$ cat src/shared/urd_pkg.sv
// urd_pkg: register map, field positions and shared types of the uart register block.
// assumes a 32-bit apb slave with byte addresses; every register holds one aligned word.
package urd_pkg;
  // byte offsets
  localparam logic [7:0] A_BUF  = 8'h00; // receive_buffer / transmit_holding / low latch
  localparam logic [7:0] A_IER  = 8'h04; // interrupt_enable_reg / high latch
  localparam logic [7:0] A_FCTL = 8'h08; // fifo mode control
  localparam logic [7:0] A_LCR  = 8'h0C; // line_control_reg
  localparam logic [7:0] A_LSR  = 8'h14; // line_status
  localparam logic [7:0] A_SCR  = 8'h1C; // scratch_pad
  localparam logic [7:0] A_DLL  = 8'h20; // baud_divisor_low, dedicated
  localparam logic [7:0] A_DLH  = 8'h24; // baud_divisor_high, dedicated
  localparam logic [7:0] A_PWR  = 8'h30; // power_emulation_control
  localparam logic [7:0] A_IST  = 8'h38; // sticky event status
  localparam logic [7:0] A_IMSK = 8'h3C; // event mask
  // field positions
  localparam int LCR_DIVISOR_ACCESS_SELECT  = 7;
  localparam int IER_RX_DATA_IRQ_ENABLE  = 0;
  localparam int FCTL_FEN  = 0;
  localparam int LSR_DR    = 0;
  localparam int PWR_TXEN  = 14;
  localparam int PWR_RXEN  = 13;
  localparam int PWR_FREE  = 0;
  localparam int IST_RXCH  = 0;
  localparam int IST_OVR   = 1;
  localparam int IST_TXLD  = 2;
  localparam int IST_W     = 3;
  // reset values and timing
  localparam logic [7:0]  BYTE_RST = 8'h00;
  localparam logic [15:0] HALF_RST = 16'h0000;
  localparam logic [31:0] WORD_RST = 32'h0000_0000;
  localparam logic [1:0]  DIV_WAIT = 2'h2; // wait states on a divisor write
  // register target after address decode
  typedef enum logic [3:0] {
    T_RBR, T_DLL, T_IER, T_DLH, T_FCTL, T_LCR, T_LSR,
    T_SCR, T_PWR, T_IST, T_IMSK, T_NONE
  } urd_tgt_t;
  // power_emulation_control fields that hold state
  typedef struct packed {
    logic tx_en;
    logic rx_en;
    logic free;
  } urd_pwr_t;
endpackage

$ cat src/hw/urd_uart_regs.sv
// urd_uart_regs: apb register side of a uart; receive flag, rx fifo, divisor latches,
// scratch, power/emulation control and a masked event interrupt.
// assumes shift logic outside delivers whole characters and reports transmitter busy.
// integration notes
// - bus: zero wait states for every access except divisor writes,
//   which hold pready low for two extra access cycles while the
//   baud generator takes the new value
// - read data is caught in the setup cycle, so a character that
//   lands in that same cycle is seen only by the next read
// - a read of the buffer pops a character only when data was
//   already present at its setup cycle, so an empty read is harmless
// - unmapped addresses answer with pslverr and read as zero
// - receive buffer: one slot in non-fifo mode, RX_DEPTH slots in
//   fifo mode; a full fifo drops the new character and flags overrun
// - changing the fifo mode or clearing the receiver enable empties
//   the buffer; its contents are not reset, only the pointers and count
// - events: char stored, overrun and transmit load set sticky bits;
//   software clears them by writing ones, and a new event in the
//   same cycle as the clear keeps its bit
// - status and mask share one layout: bit 0 char stored, bit 1
//   overrun, bit 2 transmit load
// - irq is registered, so it follows its cause by one cycle
// - control register: transmit enable, receive enable and free run
//   are the only stored bits; every other bit reads as zero
// - a buffer write while the transmitter is disabled or halted is
//   dropped without a load strobe or an event
// - emulation halt waits for tx_busy to drop; the shift logic must
//   hold tx_busy high for the whole word it is sending
// - ce low freezes everything, bus answer included, so the host
//   must not start a transfer while the block is frozen
// - the divisor needs both latches written before the baud rate
//   is meaningful; reset leaves it at zero
`timescale 1ns/10ps
module urd_uart_regs
  import urd_pkg::*;
#(
  parameter int RX_DEPTH = 16,
  parameter int AW       = 8
) (
  input  wire logic          pclk,
  input  wire logic          presetn,
  input  wire logic          ce,
  input  wire logic          psel,
  input  wire logic          penable,
  input  wire logic          pwrite,
  input  wire logic [AW-1:0] paddr,
  input  wire logic [31:0]   pwdata,
  output logic      [31:0]   prdata,
  output logic               pready,
  output logic               pslverr,
  input  wire logic          rx_char_valid,
  input  wire logic [7:0]    rx_char,
  input  wire logic          tx_busy,
  input  wire logic          emu_halt,
  output logic               tx_load,
  output logic      [7:0]    tx_data,
  output logic      [15:0]   baud_divisor,
  output logic               tx_enable,
  output logic               rx_enable,
  output logic               halted,
  output logic               irq
);
  localparam int PW = $clog2(RX_DEPTH);
  localparam logic [PW:0] DEPTH_C = (PW+1)'(RX_DEPTH);

  // depth must be a power of two so the pointers wrap by themselves
  if (RX_DEPTH < 2 || (RX_DEPTH & (RX_DEPTH - 1)) != 0) begin : g_chk
    $error("RX_DEPTH must be a power of two of at least 2");
  end

  // the register map reaches 0x3C, so a narrower address would alias
  if (AW < 6) begin : g_aw_chk
    $error("AW must be at least 6");
  end

  // register state; all cleared by presetn except the receive storage
  logic [7:0]      ier_ff, lcr_ff, scr_ff, dll_ff, dlh_ff, tx_data_ff;
  logic            fen_ff, tx_load_ff, halted_ff, irq_ff;
  logic            pready_ff, pslverr_ff, pop_ok_ff;
  logic [1:0]      wait_ff;
  logic [31:0]     prdata_ff;
  urd_pwr_t        pwr_ff;
  logic [IST_W-1:0] ist_ff, imsk_ff;
  logic [7:0]      mem [RX_DEPTH];
  logic [PW-1:0]   wp_ff, rp_ff;
  logic [PW:0]     cnt_ff;

  // address decode; the access bit only steers the two shared words
  // the dedicated latch addresses ignore it, so software may leave
  // the access bit cleared for good
  function automatic urd_tgt_t dec(input logic [AW-1:0] a, input logic divisor_access_select);
    urd_tgt_t t;
    t = T_NONE;
    case (a)
      AW'(A_BUF):  t = divisor_access_select ? T_DLL : T_RBR;
      AW'(A_IER):  t = divisor_access_select ? T_DLH : T_IER;
      AW'(A_FCTL): t = T_FCTL;
      AW'(A_LCR):  t = T_LCR;
      AW'(A_LSR):  t = T_LSR;
      AW'(A_SCR):  t = T_SCR;
      AW'(A_DLL):  t = T_DLL;
      AW'(A_DLH):  t = T_DLH;
      AW'(A_PWR):  t = T_PWR;
      AW'(A_IST):  t = T_IST;
      AW'(A_IMSK): t = T_IMSK;
      default:     t = T_NONE;
    endcase
    return t;
  endfunction

  // combinational helpers
  urd_tgt_t tgt;
  logic setup, done, wr_done, dr, pop, rx_in, full, wr_en, overrun;
  logic flush, halt_req, tx_fire;
  logic [PW-1:0] waddr;
  logic [15:0]   rd_val;

  // bus phases and decoded target
  // done is the one edge at which a transfer takes effect; setup, one
  // cycle earlier (three for a divisor write), only catches the answer
  assign tgt     = dec(paddr, lcr_ff[LCR_DIVISOR_ACCESS_SELECT]);
  assign setup   = psel & ~penable;
  assign done    = psel & penable & pready_ff;
  assign wr_done = done & pwrite;

  // receive side: flag, pop on a read that saw data, push when allowed
  // in non-fifo mode the single slot sits at the read pointer, so a
  // new character simply overwrites the old one
  assign dr      = (cnt_ff != '0);
  assign pop     = done & ~pwrite & (tgt == T_RBR) & pop_ok_ff;
  assign rx_in   = rx_char_valid & pwr_ff.rx_en & ~halted_ff;
  assign full    = fen_ff & (cnt_ff == DEPTH_C);
  assign waddr   = fen_ff ? wp_ff : rp_ff;
  assign wr_en   = rx_in & ~full;
  assign overrun = rx_in & (fen_ff ? full : (dr & ~pop));
  // a mode change or a disabled receiver empties the buffer
  // keeping stale characters across a mode change would mix orders
  assign flush   = ~pwr_ff.rx_en | (wr_done & (tgt == T_FCTL) & (pwdata[FCTL_FEN] != fen_ff));
  assign halt_req = emu_halt & ~pwr_ff.free;
  // transmit happens only when enabled and not halted
  // a dropped write leaves tx_data as it was
  assign tx_fire = wr_done & (tgt == T_RBR) & pwr_ff.tx_en & ~halted_ff;

  // read mux; reserved bits stay zero
  // only 16 bits are built here; the bus word pads the upper half
  // with zeros
  always_comb begin
    rd_val = HALF_RST;
    case (tgt)
      T_RBR:  rd_val[7:0] = mem[rp_ff];
      T_DLL:  rd_val[7:0] = dll_ff;
      T_DLH:  rd_val[7:0] = dlh_ff;
      T_IER:  rd_val[7:0] = ier_ff;
      T_FCTL: rd_val[FCTL_FEN] = fen_ff;
      T_LCR:  rd_val[7:0] = lcr_ff;
      T_LSR:  rd_val[LSR_DR] = dr;
      T_SCR:  rd_val[7:0] = scr_ff;
      T_PWR: begin
        rd_val[PWR_TXEN] = pwr_ff.tx_en;
        rd_val[PWR_RXEN] = pwr_ff.rx_en;
        rd_val[PWR_FREE] = pwr_ff.free;
      end
      T_IST:  rd_val[IST_W-1:0] = ist_ff;
      T_IMSK: rd_val[IST_W-1:0] = imsk_ff;
      default: rd_val = HALF_RST;
    endcase
  end

  // the answer is registered so pready and prdata come from flops,
  // with no wait state added, since the answer is caught in setup
  // apb answer: data is caught in setup, so access ends after one cycle
  // unless a divisor write needs the baud generator to settle
  always_ff @(posedge pclk or negedge presetn) begin
    if (!presetn) begin
      pready_ff  <= 1'b0;
      pslverr_ff <= 1'b0;
      prdata_ff  <= WORD_RST;
      wait_ff    <= 2'h0;
      pop_ok_ff  <= 1'b0;
    end else if (ce) begin
      if (setup) begin
        prdata_ff  <= {16'h0000, rd_val};
        pslverr_ff <= (tgt == T_NONE);
        pop_ok_ff  <= dr;
        if (pwrite && (tgt == T_DLL || tgt == T_DLH)) begin
          wait_ff   <= DIV_WAIT;
          pready_ff <= 1'b0;
        end else begin
          pready_ff <= 1'b1;
        end
      end else if (done) begin
        pready_ff <= 1'b0;
      end else if (wait_ff != 2'h0) begin
        wait_ff <= wait_ff - 2'h1;
        if (wait_ff == 2'h1) begin
          pready_ff <= 1'b1;
        end
      end
    end
  end

  // host-written configuration, taken at the completing edge
  // a write to an unmapped or read-only word falls to the default
  // branch and changes nothing
  always_ff @(posedge pclk or negedge presetn) begin
    if (!presetn) begin
      ier_ff  <= BYTE_RST;
      lcr_ff  <= BYTE_RST;
      scr_ff  <= BYTE_RST;
      fen_ff  <= 1'b0;
      pwr_ff  <= '0;
      imsk_ff <= '0;
    end else if (ce && wr_done) begin
      case (tgt)
        T_IER:  ier_ff <= pwdata[7:0];
        T_LCR:  lcr_ff <= pwdata[7:0];
        T_SCR:  scr_ff <= pwdata[7:0];
        T_FCTL: fen_ff <= pwdata[FCTL_FEN];
        T_PWR: begin
          pwr_ff.tx_en <= pwdata[PWR_TXEN];
          pwr_ff.rx_en <= pwdata[PWR_RXEN];
          pwr_ff.free  <= pwdata[PWR_FREE];
        end
        T_IMSK: imsk_ff <= pwdata[IST_W-1:0];
        default: ;
      endcase
    end
  end

  // divisor latches; the generator sees both bytes at once
  // writing one byte alone gives a mixed divisor until the other
  // byte follows, so software should write both back to back
  always_ff @(posedge pclk or negedge presetn) begin
    if (!presetn) begin
      dll_ff <= BYTE_RST;
      dlh_ff <= BYTE_RST;
    end else if (ce && wr_done) begin
      if (tgt == T_DLL) begin
        dll_ff <= pwdata[7:0];
      end
      if (tgt == T_DLH) begin
        dlh_ff <= pwdata[7:0];
      end
    end
  end

  // receive storage; no reset so it maps to plain memory
  // reads of a slot never written return unknown data, which the
  // flag keeps software from trusting
  always_ff @(posedge pclk) begin
    if (ce && wr_en) begin
      mem[waddr] <= rx_char;
    end
  end

  // pointers wrap on their own because the depth is a power of two;
  // the count carries one extra bit to tell full from empty
  // pointers and count; in non-fifo mode one slot is overwritten in place
  // and a new character beats a read that completes in the same cycle
  always_ff @(posedge pclk or negedge presetn) begin
    if (!presetn) begin
      wp_ff  <= '0;
      rp_ff  <= '0;
      cnt_ff <= '0;
    end else if (ce) begin
      if (flush) begin
        wp_ff  <= '0;
        rp_ff  <= '0;
        cnt_ff <= '0;
      end else if (!fen_ff) begin
        if (wr_en) begin
          cnt_ff <= (PW+1)'(1);
        end else if (pop) begin
          cnt_ff <= '0;
        end
      end else begin
        if (wr_en) begin
          wp_ff <= wp_ff + 1'b1;
        end
        if (pop) begin
          rp_ff <= rp_ff + 1'b1;
        end
        cnt_ff <= cnt_ff + (PW+1)'(wr_en) - (PW+1)'(pop);
      end
    end
  end

  // transmit hand-off: one-cycle load strobe with the byte
  // the shift logic must take the byte on the strobe; there is no
  // holding buffer behind it
  always_ff @(posedge pclk or negedge presetn) begin
    if (!presetn) begin
      tx_load_ff <= 1'b0;
      tx_data_ff <= BYTE_RST;
    end else if (ce) begin
      tx_load_ff <= tx_fire;
      if (tx_fire) begin
        tx_data_ff <= pwdata[7:0];
      end
    end
  end

  // emulation halt waits for an idle transmitter so no word is cut short
  // with free run set the request is ignored and the port keeps going;
  // dropping the request releases the halt one cycle later
  always_ff @(posedge pclk or negedge presetn) begin
    if (!presetn) begin
      halted_ff <= 1'b0;
    end else if (ce) begin
      halted_ff <= halt_req & (halted_ff | ~tx_busy);
    end
  end

  // sticky events: a new event wins over a clear in the same cycle
  // losing an event to a racing clear would hide it from software
  // for good, while a spare interrupt costs only one more read
  always_ff @(posedge pclk or negedge presetn) begin
    if (!presetn) begin
      ist_ff <= '0;
    end else if (ce) begin
      ist_ff <= (ist_ff & ~((wr_done && tgt == T_IST) ? pwdata[IST_W-1:0] : '0))
              | {tx_fire, overrun, wr_en};
    end
  end

  // interrupt level; silent while halted
  // causes still pending when the halt ends raise irq again one cycle later
  always_ff @(posedge pclk or negedge presetn) begin
    if (!presetn) begin
      irq_ff <= 1'b0;
    end else if (ce) begin
      irq_ff <= ~halted_ff & ((dr & ier_ff[IER_RX_DATA_IRQ_ENABLE]) | (|(ist_ff & imsk_ff)));
    end
  end

  // every output comes straight from a flop, so nothing downstream
  // sees a glitch from the decode
  assign prdata       = prdata_ff;
  assign pready       = pready_ff;
  assign pslverr      = pslverr_ff;
  assign tx_load      = tx_load_ff;
  assign tx_data      = tx_data_ff;
  assign baud_divisor = {dlh_ff, dll_ff};
  assign tx_enable    = pwr_ff.tx_en;
  assign rx_enable    = pwr_ff.rx_en;
  assign halted       = halted_ff;
  assign irq          = irq_ff;
endmodule

$ cat config.mk
export PLATFORM = sky130hd
export DESIGN_NAME = urd_uart_regs
export DESIGN_NICKNAME = d
export VERILOG_FILES = /design/src/shared/urd_pkg.sv /design/src/hw/urd_uart_regs.sv
export SDC_FILE = /design/constraint.sdc
export NUM_CORES = 1
export LEC_CHECK = 0
export BUFFER_PORTS_ARGS = -buffer_cell sky130_fd_sc_hd__buf_2
export CAP_MARGIN = 15
export CORE_AREA = 3 3 157 128
export DETAILED_ROUTE_END_ITERATION = 16
export DIE_AREA = 0 0 160 131
export PLACE_DENSITY = 0.76
export SETUP_SLACK_MARGIN = 0.2
export SLEW_MARGIN = 0
export SYNTH_ARGS = -nofsm -noshare
export SYNTH_HDL_FRONTEND = slang
export SYNTH_SLANG_ARGS = --single-unit
$ cat constraint.sdc
create_clock -name pclk -period 3.1 [get_ports pclk]
set_clock_uncertainty 0.1 [all_clocks]
set_input_delay 0.155 -clock pclk [delete_from_list [all_inputs] [get_ports pclk]]
set_output_delay 0.155 -clock pclk [all_outputs]
set_load 0.02 [all_outputs]
== Word level (Yosys, flattened, before mapping) ==
Memories as Yosys holds them, arrays and structs flattened.
Index checks and enable logic that the tools add are counted.

* Register bits after elaboration: 89
* Bits in writable memories: 128
* Logic and storage cells: 155
* Memories: 1

{| class="wikitable"
|+ Memories
! memory !! words !! width !! rd ports !! clocked after Yosys merged registers in !! wr ports !! RTL line !! RTL
|-
| mem || 16 || 8 || 1 || 0 || 1 || urd_uart_regs.sv:84 || <nowiki>logic [7:0] mem [RX_DEPTH];</nowiki>
|}

* Add/sub/neg operators: 5
* Eq/ne operators: 26
* Multiplexer cells: 31
* Bitwise gates (word level): 37
* Reduce and logical (&&, ||, !) cells: 32

{| class="wikitable"
|+ Operators by type and width
! cell !! count
|-
| $pmux 4 s11 || 1
|-
| $eq 8x6->1 const B || 5
|-
| $pmux 5 s6 || 1
|-
| $mux 4 || 7
|-
| $and 1x1->1 || 22
|-
| $reduce_and 2->1 || 11
|-
| $mux 5 || 4
|-
| $eq 4x3->1 const B || 4
|-
| $eq 4x4->1 const B || 4
|-
| $eq 8x4->1 const B || 2
|-
| $eq 8x5->1 const B || 2
|-
| $pmux 2 s8 || 1
|-
| $pmux 1 s11 || 1
|-
| $mux 1 || 10
|-
| $mux 2 || 5
|-
| $reduce_bool 2->1 || 5
|-
| $reduce_and 3->1 || 3
|-
| $add 4x1->4 const B || 2
|-
| $eq 4x2->1 const B || 2
|-
| $eq 8x3->1 const B || 1
|-
| $logic_not 8->1 || 1
|-
| $not 1->1 || 8
|-
| $and 3x3->3 || 2
|-
| $reduce_bool 3->1 || 2
|-
| other kinds (20) || 25
|}

== Logic depth before layout (Yosys ltp) ==
Gate-level depths: netlist of run 1.

* Depth in word-level cells: 10
* Gate-level depth with buffers: 16
* Mapped depth without buffers: 16

== Worst setup path before layout of run 1 ==
No wires, ideal clock.

* Kind: reg-to-reg
* From: register lcr_ff[7]
* To: register cnt_ff[4]
* Data arrival time: 2837 ps
* Data required time: 2917 ps
* Slack: 80 ps
* Stages on the path, launching flop included: 15
* Buffers on the path: 0
* Clock period less this slack: 3020 ps
* Cells stage by stage: dfrtp_1 > nor2_1 > nand4b_1 > nor2_1 > ha_1 > inv_1 > ha_1 > inv_1 > fa_1 > inv_1 > a21oi_1 > o21bai_1 > xnor2_1 > or3_1 > o21ai_0

* Longest elaborated chain between the ends: 8

{| class="wikitable"
|+ Ends and longest elaborated chain
! what !! RTL line !! RTL
|-
| from (decl) || urd_uart_regs.sv:77 || <nowiki>logic [7:0] ier_ff, lcr_ff, scr_ff, dll_ff, dlh_ff, tx_data_ff;</nowiki>
|-
| from (signal assigned) || urd_uart_regs.sv:216 || <nowiki>T_LCR: lcr_ff <= pwdata[7:0];</nowiki>
|-
| $mux 1 || urd_uart_regs.sv:95, urd_uart_regs.sv:96 ||
|-
| $pmux 4 s11 * || urd_uart_regs.sv:94 || <nowiki>case (a)</nowiki>
|-
| $logic_not 4->1 / $eq 4x3->1 (equally long branches) || urd_uart_regs.sv:130, urd_uart_regs.sv:138 ||
|-
| $and 1x1->1 (on tied branches) (2 in series) || urd_uart_regs.sv:130, urd_uart_regs.sv:138 ||
|-
| $sub 5x1->5 / $or 1x1->1 (equally long branches) || urd_uart_regs.sv:283, urd_uart_regs.sv:138 ||
|-
| $mux 5 / $reduce_bool 4->1 (equally long branches) || -- ||
|-
| $mux 5 / $reduce_and 2->1 (equally long branches) || -- ||
|-
| to (signal assigned) || urd_uart_regs.sv:272 || <nowiki>cnt_ff <= (PW+1)'(1);</nowiki>
|-
| to (signal assigned) || urd_uart_regs.sv:283 || <nowiki>cnt_ff <= cnt_ff + (PW+1)'(wr_en) - (PW+1)'(pop);</nowiki>
|-
| to (decl) || urd_uart_regs.sv:86 || <nowiki>logic [PW:0] cnt_ff;</nowiki>
|}

Mark *: on every way between the ends. The rest lies on a longest branch, timed or not.
A chain may end at the register's enable or synchronous reset.

== Worst setup path in the final report of run 1 ==
* From: register cnt_ff[2]
* To: register cnt_ff[4]

* Longest elaborated chain between the ends: 8

{| class="wikitable"
|+ Ends and longest elaborated chain
! what !! RTL line !! RTL
|-
| $eq 5x5->1 || urd_uart_regs.sv:132 || <nowiki>assign full = fen_ff & (cnt_ff == DEPTH_C);</nowiki>
|-
| $and 1x1->1 || urd_uart_regs.sv:132 ||
|-
| $not 1->1 || urd_uart_regs.sv:134 || <nowiki>assign wr_en = rx_in & ~full;</nowiki>
|-
| $and 1x1->1 || urd_uart_regs.sv:134 ||
|-
| $add 5x1->5 || urd_uart_regs.sv:283 ||
|-
| $sub 5x1->5 || urd_uart_regs.sv:283 ||
|-
| $mux 5 || urd_uart_regs.sv:270 || <nowiki>end else if (!fen_ff) begin</nowiki>
|-
| $mux 5 || urd_uart_regs.sv:266 || <nowiki>if (flush) begin</nowiki>
|}

Parallel ways exist; a longest one is shown, timed or not.

==> results of run 1 <==
layer usage:
layer,vias up,routed length [um]
met4,0,583
li1,2896,-
met5,-,0
met1,3309,10100
met3,46,2150
met2,332,11400
kinds of logic after synthesis:
group	after synthesis
simple gates	165
fa+ha+maj	11
mux	100
compound gates	126
other cells	1
flops	217
xor+xnor	4
buf+inv	74
state kept, by name (all words and copies together) (netlist names), 2 cells and up:
name and cells:
prdata 10, ist_ff 3, mem 128, dll_ff 8, ier_ff 8, imsk_ff 3
wait_ff 2, cnt_ff 5, rp_ff 4, lcr_ff 8, scr_ff 8, tx_data 8
wp_ff 4, dlh_ff 8
path summary, 6_finish.rpt:
kind | cells past startpoint | from | endpoint
worst max-delay path | 16 | cnt_ff[2] | cnt_ff[4]
worst min-delay path | 6 | paddr[4] | prdata[0]
worst max register to register | 16 | cnt_ff[2] | cnt_ff[4]
worst min register to register | 2 | pop_ok_ff | pop_ok_ff
max in group asynchronous | 3 | presetn | dll_ff[7]
min in group asynchronous | 2 | presetn | cnt_ff[2]
cell usage after synthesis, types with 10 or more instances:
master	instances	area, um^2
buf_4	24	180
o21ai_0	34	170
mux4_2	30	676
clkbuf_1	18	67.6
edfxtp_1	128	3840
dfrtp_1	89	2230
ha_1	10	125
mux2_2	60	676
nand2_1	59	221
inv_1	21	78.8
a22oi_1	15	113
a21oi_1	25	125
nor2_1	35	131
critical path, stage by stage (launching register included):
cell      delay, ps
dfrtp_1         390
inv_2            80
ha_4            160
nor3b_4         150
a31oi_2         240
inv_2            80
ha_4            240
inv_2            60
ha_4            120
inv_2            40
fa_2            360
inv_2            70
a21oi_2          40
o21bai_1        160
xnor2_1         100
or3_1           360
o21ai_1          80
cell type report:
type	count	area [um^2]	share of cell area, %
flip-flops and latches	217	6070	51.8
multi-input cells	428	3500	29.9
repair buffers	144	981	8.37
clock buffers	29	607	5.18
well taps	258	323	2.76
clock inverters	11	155	1.32
inverters	21	78.8	0.673
power groups by stage:
stage	Clock [mW]	Sequential (mW)	Combinational [mW]
after floorplan	0	3.19	0.163
after global placement	0	3.17	0.287
after detailed placement	0	3.18	0.298
after CTS	2.77	3.12	0.332
after global routing	2.91	3.12	0.365
final	2.74	3.12	0.334
stage by stage:
step                area [um^2]  cells  setup slack (ps)
floorplan                  9880    719               235
global placement          10600   1036               164
detailed placement        10600   1036              42.8
CTS                       11600   1105               188
global route              11700   1108              65.4
finish                    11700   1108               190
what timing repair did:
action,in CTS,in global routing
hold buffers,24,0
pin swaps,5,7
gates resized for setup,6,12
hold endpoints to repair,219,0
setup buffers,5,3
setup endpoints to repair,1,8
==> impl_metrics.toml, run 1 <==
[outcome]
status = "completed"

[yosys]
synth_top_family_by_area = "multiplexers"
synth_xor_area_share_pct = 0.357
synthAdderAreaFrac_pct = 1.48
seq_area_frac_synth_pct = 61.9
synth.mux.area_fraction_pct = 14.8
ys_warn_count = 0
syn_area_per_cell_um2 = 14.0
syn_area_um2 = 9800
async_flop_share_pct = 41.0
synthSimpleGateAreaFrac_pct = 8.96
synth_flop_cell = "edfxtp_1"
synth_edf_count = 128
netlist_instances = 698
synth_compound_area_share_pct = 8.58
ys_seq_elements = 217
synth_cell_type_count = 65

[finish]
antenna_cells = 0
nets = 902
final_cell_mix = "edfxtp_1 (128), dfrtp_1 (88), buf_2 (74)"
drive_gt1_share_pct = 31.9
area_growth_pct = 19.5
final_util_pct = 62.3
mostFrequentLayoutCell = "edfxtp_1"
num-fill-cells = 1410

[cts]
clk_path_buf_depth = 3
cts.reportedPaths.clkPinSlew_ps = 70
clock-sinks = 217
htreeDepth = 1
cts_tree = "done"
insertion_delay_ps = 500
cts_root_buf = "clkbuf_16"
numCtsBuffers = 22

[power_and_ir_drop]
power_mw = 6.19
pwr-share-comb_pct = 5.4
switching_power_mw = 1.34
clock_power_share_pct = 44.2
swShare_pct = 21.6
seq_power_share_pct = 50.4
leakagePower_nw = 4.75
powerDensity_nw_per_um2 = 528
irDropWorstVdd_mv = 0.489
p_int_mw = 4.85

[global_routing]
grt_pass1_wl_um = 36800
grt_use_met1_pct = 32.2
met3_usage_pct = 5.04
grt_max_degree = 42
grtUsageTotal_pct = 22.7
overflow = 0
grt_util_met2_pct = 36.3
antenna_found_initial = 0
busiest_layer = "met2"
grt_pass1_vias = 6435

[floorplan]
dieArea_um2 = 21000
die_w_um = 160
coreArea_um2 = 18800
io_pins = 120
die_y_um = 131
core.rowCount = 45
start_util_pct = 52.1

[sta]
min_period_ps = 2910
fin_crit_sh_pct = 93.9
whs_ps = 51.2
max_freq_ghz = 0.344
grt_setup_unrepaired = "yes"
hold_viol = 0
fin_setup_tns_ps = 0
maxSlewHeadroom_pct = 48.0
final-setup-viol-count = 0
slew_violations = 0
max_slew.worst_pin.slew_ps = 779

[placement]
place.gp.congestion = 0.931
port_buffers = 75
hpwl_um = 15900

[job]
cap_violations = 0

[routing]
avgViaCountPerCell = 5.94
first_pass_iters = 5
drt-initial-drc-count = 672
routed_wl_um = 24300
via_count = 6583
drtAntennaViolNets = 0
drc_errors = 0
routedWlPerCell_um = 21.9

[hold_path]
hold_path_class = "in2reg"

[critical_path]
arrival_ps = 3240
rrSetupSlack_ps = 190
start_kind = "flop"
cp.required_ps = 3430
crit_fanout = 2
crit_path_end_kind = "flop"
worstSetupPathType = "reg2reg"
(Power assumes the default switching activity.)
==> run 2: changes to the inputs <==
--- a/config.mk
+++ b/config.mk
@@ -10,9 +10,10 @@
 export CORE_AREA = 3 3 157 128
 export DETAILED_ROUTE_END_ITERATION = 16
 export DIE_AREA = 0 0 160 131
-export PLACE_DENSITY = 0.76
+export PLACE_DENSITY = 0.84
 export SETUP_SLACK_MARGIN = 0.2
 export SLEW_MARGIN = 0
 export SYNTH_ARGS = -nofsm -noshare
 export SYNTH_HDL_FRONTEND = slang
 export SYNTH_SLANG_ARGS = --single-unit
+export TNS_END_PERCENT = 10
==> impl_metrics.toml, run 2 (synthesis gave the netlist of run 1 again) <==
[routing]
drc_errors = 0
routedWlPerCell_um = 21.0
routed_wl_um = 23200
avgViaCountPerCell = 6.03
first_pass_iters = 5
drt-initial-drc-count = 617
via_count = 6663
drtAntennaViolNets = 0

[cts]
clock-sinks = 217
clk_path_buf_depth = 3
cts.reportedPaths.clkPinSlew_ps = 60
cts_tree = "done"
insertion_delay_ps = 500
numCtsBuffers = 21
htreeDepth = 1
cts_root_buf = "clkbuf_16"

[floorplan]
dieArea_um2 = 21000
coreArea_um2 = 18800
io_pins = 120
core.rowCount = 45
die_w_um = 160
die_y_um = 131
start_util_pct = 52.1

[critical_path]
cp_cell_sequence = "inv_2 > ha_4 > nor3b_4 > a31oi_1 > inv_1 > ha_1 > inv_1 > ha_2 > inv_2 > fa_2 > inv_2 > a21oi_2 > o21bai_1 > xnor2_1 > or3_1 > o21ai_2"
rrSetupSlack_ps = 210
worstReg2RegStart = "cnt_ff[3]"
reg2regPathDepth = 16
start_kind = "flop"
crit_path_end_kind = "flop"
crit_slowest_cell = "or3_1"
crit_fanout = 2
cp.required_ps = 3430
worstSetupPathType = "reg2reg"
crit_top_cell = "inv_2"
arrival_ps = 3230
cpPeakStageDelay_ps = 370
crit_start = "cnt_ff[3]"
r2r-end = "cnt_ff[4]"

[finish]
antenna_cells = 0
area_growth_pct = 18.4
final_cell_mix = "edfxtp_1 (128), dfrtp_1 (88), buf_2 (74)"
final_cell_count_no_fill = 1105
nets = 900
largest_register_ffs = 128
num-fill-cells = 1363
drive_gt1_share_pct = 31.4
largest_register = "mem"
multiInputGateArea_um2 = 3480
regArea_um2 = 6070
mostFrequentLayoutCell = "edfxtp_1"
stdcell_area_um2 = 11600
final_util_pct = 61.7

[global_routing]
antenna_found_initial = 0
busiest_layer = "met2"
grt_pass1_wl_um = 35600
grt_max_degree = 54
grt_use_met1_pct = 30.7
grt_util_met2_pct = 34.1
grtUsageTotal_pct = 21.7
grt_pass1_vias = 6431
overflow = 0
met3_usage_pct = 5.42

[sta]
maxSlewHeadroom_pct = 53.3
min_period_ps = 2890
fin_crit_sh_pct = 93.3
slew_violations = 0
hold_viol = 0
final-setup-viol-count = 0
fin_setup_tns_ps = 0
max_freq_ghz = 0.346
grt_setup_unrepaired = "yes"
max_slew.worst_pin.slew_ps = 696
whs_ps = 95.8

[power_and_ir_drop]
switching_power_mw = 1.30
irDropWorstVdd_mv = 0.484
leakagePower_nw = 4.72
clock_power_share_pct = 42.7
swShare_pct = 21.7
powerDensity_nw_per_um2 = 519
pwr-share-comb_pct = 5.5
seq_power_share_pct = 51.7
p_int_mw = 4.72

[outcome]
status = "completed"

[placement]
placedCellCount = 1036
place.gp.congestion = 0.928
hpwl_um = 15300
port_buffers = 75
placed_area_um2 = 10600

[hold_path]
hp-start = "penable"
holdPathStages = 4
hold_end = "wait_ff[1]"
hold_path_class = "in2reg"

[job]
cap_violations = 0
run 2: cell type report:
class                   count  share of cell area [%]
inverters                  21                   0.679
repair buffers            143                    8.28
clock inverters            10                   0.884
flip-flops and latches    217                    52.3
multi-input cells         428                    30.0
clock buffers              28                    5.10
well taps                 258                    2.78
run 2: through the flow:
step | total power [mW] | setup WS (ps)
global route | 6.21 | 33.0
CTS | 6.06 | 219
finish | 6.03 | 207
floorplan | 3.35 | 235
detailed placement | 3.47 | 40.0
global placement | 3.46 | 218
run 2: worst max path at each step:
stage,slack (ps),depth (start not counted),endpoint
after global placement,220,16,cnt_ff[4]
after global routing,30,16,cnt_ff[4]
after CTS,220,16,cnt_ff[4]
after detailed placement,40,16,cnt_ff[4]
final,210,16,cnt_ff[4]
after floorplan,230,14,cnt_ff[4]
run 2: per-layer routing:
layer	share of wire, %	vias up
met5	0	-
met3	8.9	46
li1	-	2891
met4	2.2	0
met1	41	3373
met2	47	353
run 2: power groups by stage:
stage	combinational, mW	clock, mW	sequential (mW)
floorplan	0.163	0	3.19
global placement	0.287	0	3.17
detailed placement	0.296	0	3.18
CTS	0.331	2.61	3.12
global route	0.366	2.73	3.12
finish	0.334	2.57	3.12
run 2: critical path: cells and delay by family (launching register included):
family / cells / cell delay, ps
buffers and inverters: 5 / 320
adders and majority gates: 4 / 950
and+or+nand+nor: 2 / 520
xor gates and xnor gates: 1 / 100
AOI/OAI and AO/OA: 4 / 490
DFF: 1 / 360
run 2: what timing repair did:
| action | in CTS | in global routing |
|---|---|---|
| endpoints found under the hold margin | 239 | 0 |
| pin swaps | 4 | 6 |
| setup endpoints to repair | 1 | 29 |
| hold buffers | 24 | 0 |
| buffers inserted | 6 | 1 |
| resized for setup | 6 | 9 |
==> run 3: changes to the inputs <==
--- a/config.mk
+++ b/config.mk
@@ -10,7 +10,7 @@
 export CORE_AREA = 3 3 157 128
 export DETAILED_ROUTE_END_ITERATION = 16
 export DIE_AREA = 0 0 160 131
-export PLACE_DENSITY = 0.84
+export PLACE_DENSITY = 0.76
 export SETUP_SLACK_MARGIN = 0.2
 export SLEW_MARGIN = 0
 export SYNTH_ARGS = -nofsm -noshare
==> impl_metrics.toml, run 3 (synthesis gave the netlist of run 1 again) <==
[sta]
fin_setup_tns_ps = 0
slew_violations = 0
grt_setup_unrepaired = "yes"
maxSlewHeadroom_pct = 48.1
min_period_ps = 2910
hold_viol = 0
final-setup-viol-count = 0
max_freq_ghz = 0.344
fin_crit_sh_pct = 93.8
max_slew.worst_pin.slew_ps = 778

[hold_path]
hold_path_class = "in2reg"
holdPathStages = 6
hp-start = "paddr[4]"
hold_end = "prdata[0]"

[floorplan]
die_w_um = 160
io_pins = 120
dieArea_um2 = 21000
start_util_pct = 52.1
core.rowCount = 45
die_y_um = 131
coreArea_um2 = 18800

[cts]
cts_root_buf = "clkbuf_16"
clk_path_buf_depth = 3
numCtsBuffers = 22
cts.reportedPaths.clkPinSlew_ps = 70
clock-sinks = 217
insertion_delay_ps = 500
htreeDepth = 1
cts_tree = "done"

[power_and_ir_drop]
powerDensity_nw_per_um2 = 528
leakagePower_nw = 4.75
irDropWorstVdd_mv = 0.489
power_mw = 6.19

[global_routing]
grtUsageTotal_pct = 22.7
antenna_found_initial = 0
overflow = 0
grt_pass1_wl_um = 36800
grt_pass1_vias = 6435
grt_max_degree = 42

[critical_path]
worstReg2RegStart = "cnt_ff[2]"
start_kind = "flop"
reg2regPathDepth = 16
crit_fanout = 2
rrSetupSlack_ps = 190
critical_path.top_delay_family = "adder cells"
arrival_ps = 3240
cpPeakStageDelay_ps = 390
crit_path_end_kind = "flop"
worst-path-buf-inv = 5
crit_top_cell = "inv_2"
r2r-end = "cnt_ff[4]"
cp_cell_sequence = "inv_2 > ha_4 > nor3b_4 > a31oi_2 > inv_2 > ha_4 > inv_2 > ha_4 > inv_2 > fa_2 > inv_2 > a21oi_2 > o21bai_1 > xnor2_1 > or3_1 > o21ai_1"
worstSetupPathType = "reg2reg"
crit_slowest_cell = "dfrtp_1"
cp.required_ps = 3430

[routing]
drc_errors = 0
drtAntennaViolNets = 0
via_count = 6606
first_pass_iters = 6
avgViaCountPerCell = 5.96
drt-initial-drc-count = 672
routed_wl_um = 24300
routedWlPerCell_um = 21.9

[placement]
place.gp.congestion = 0.931
placed_area_um2 = 10600
hpwl_um = 15900
port_buffers = 75

[finish]
num-fill-cells = 1410
largest_register = "mem"
largest_register_ffs = 128
drive_gt1_share_pct = 31.9
stdcell_area_um2 = 11700
nets = 902
area_growth_pct = 19.5
multiInputGateArea_um2 = 3500
regArea_um2 = 6070
antenna_cells = 0
mostFrequentLayoutCell = "edfxtp_1"
final_cell_mix = "edfxtp_1 (128), dfrtp_1 (88), buf_2 (74)"

[job]
cap_violations = 0

[outcome]
status = "completed"
## run 3: cell count changes in the layout (fill, tap and decap cells not counted), sizes merged
cell	previous run	this run
buf	119	120
bufinv	2	3
clkbuf	28	29
clkinv	6	7
inv	22	21
## run 3: timing repair
action / in CTS / in global routing
hold buffers: 24 / 0
cloned: 0 / 0
setup endpoints to repair: 1 / 8
pin swaps: 5 / 7
buffers inserted: 5 / 3
endpoints found under the hold margin: 219 / 0
gates resized for setup: 6 / 11
## run 3: cell type report
class	count	share of cell area (%)
Sequential cell	217	51.8
Multi-Input combinational cell	428	29.9
Timing Repair Buffer	144	8.37
Clock inverter	11	1.32
Clock buffer	29	5.18
Inverter	21	0.673
Tap cell	258	2.76
## run 3: metal layers
metal	up-vias	global-route usage (%)	part of all wire [%]
li1	2896	-	-
met1	3332	32.2	42
met2	328	36.3	47
met3	50	5.04	8.3
met4	0	5.82	2.5
met5	-	0	0
## run 3: report_power, final
part | total, mW | internal (mW) | leakage, nW | switching [mW]
sequential | 3.12 | 3.10 | 2.38 | 0.0239
combinational | 0.334 | 0.118 | 2.00 | 0.216
clock | 2.74 | 1.64 | 0.370 | 1.10
## run 3: stage by stage
stage	hold WS, ps	utilization (%)	worst slack [ps]	std cells
finish	52.9	62.3	191	1108
global route	78.7	62.3	65.4	1108
CTS	40.9	61.9	188	1105
detailed placement	76.8	56.3	42.8	1036
global placement	63.7	56.3	164	1036
floorplan	-241	-	235	719
## run 3: worst max path at each step
stage	depth (start not counted)	slack, ps	from	endpoint
floorplan	14	230	lcr_ff[7]	cnt_ff[4]
global placement	16	160	cnt_ff[3]	cnt_ff[4]
detailed placement	16	40	cnt_ff[2]	cnt_ff[4]
CTS	16	190	cnt_ff[2]	cnt_ff[4]
global route	16	70	cnt_ff[3]	cnt_ff[4]
finish	16	190	cnt_ff[2]	cnt_ff[4]
## run 3: worst min-delay path, cell delays in order
cell and delay [ps]:
buf_2 120, nor2_4 60, nand2_1 70, o21ai_0 70, nand2_1 60, a31oi_1 80
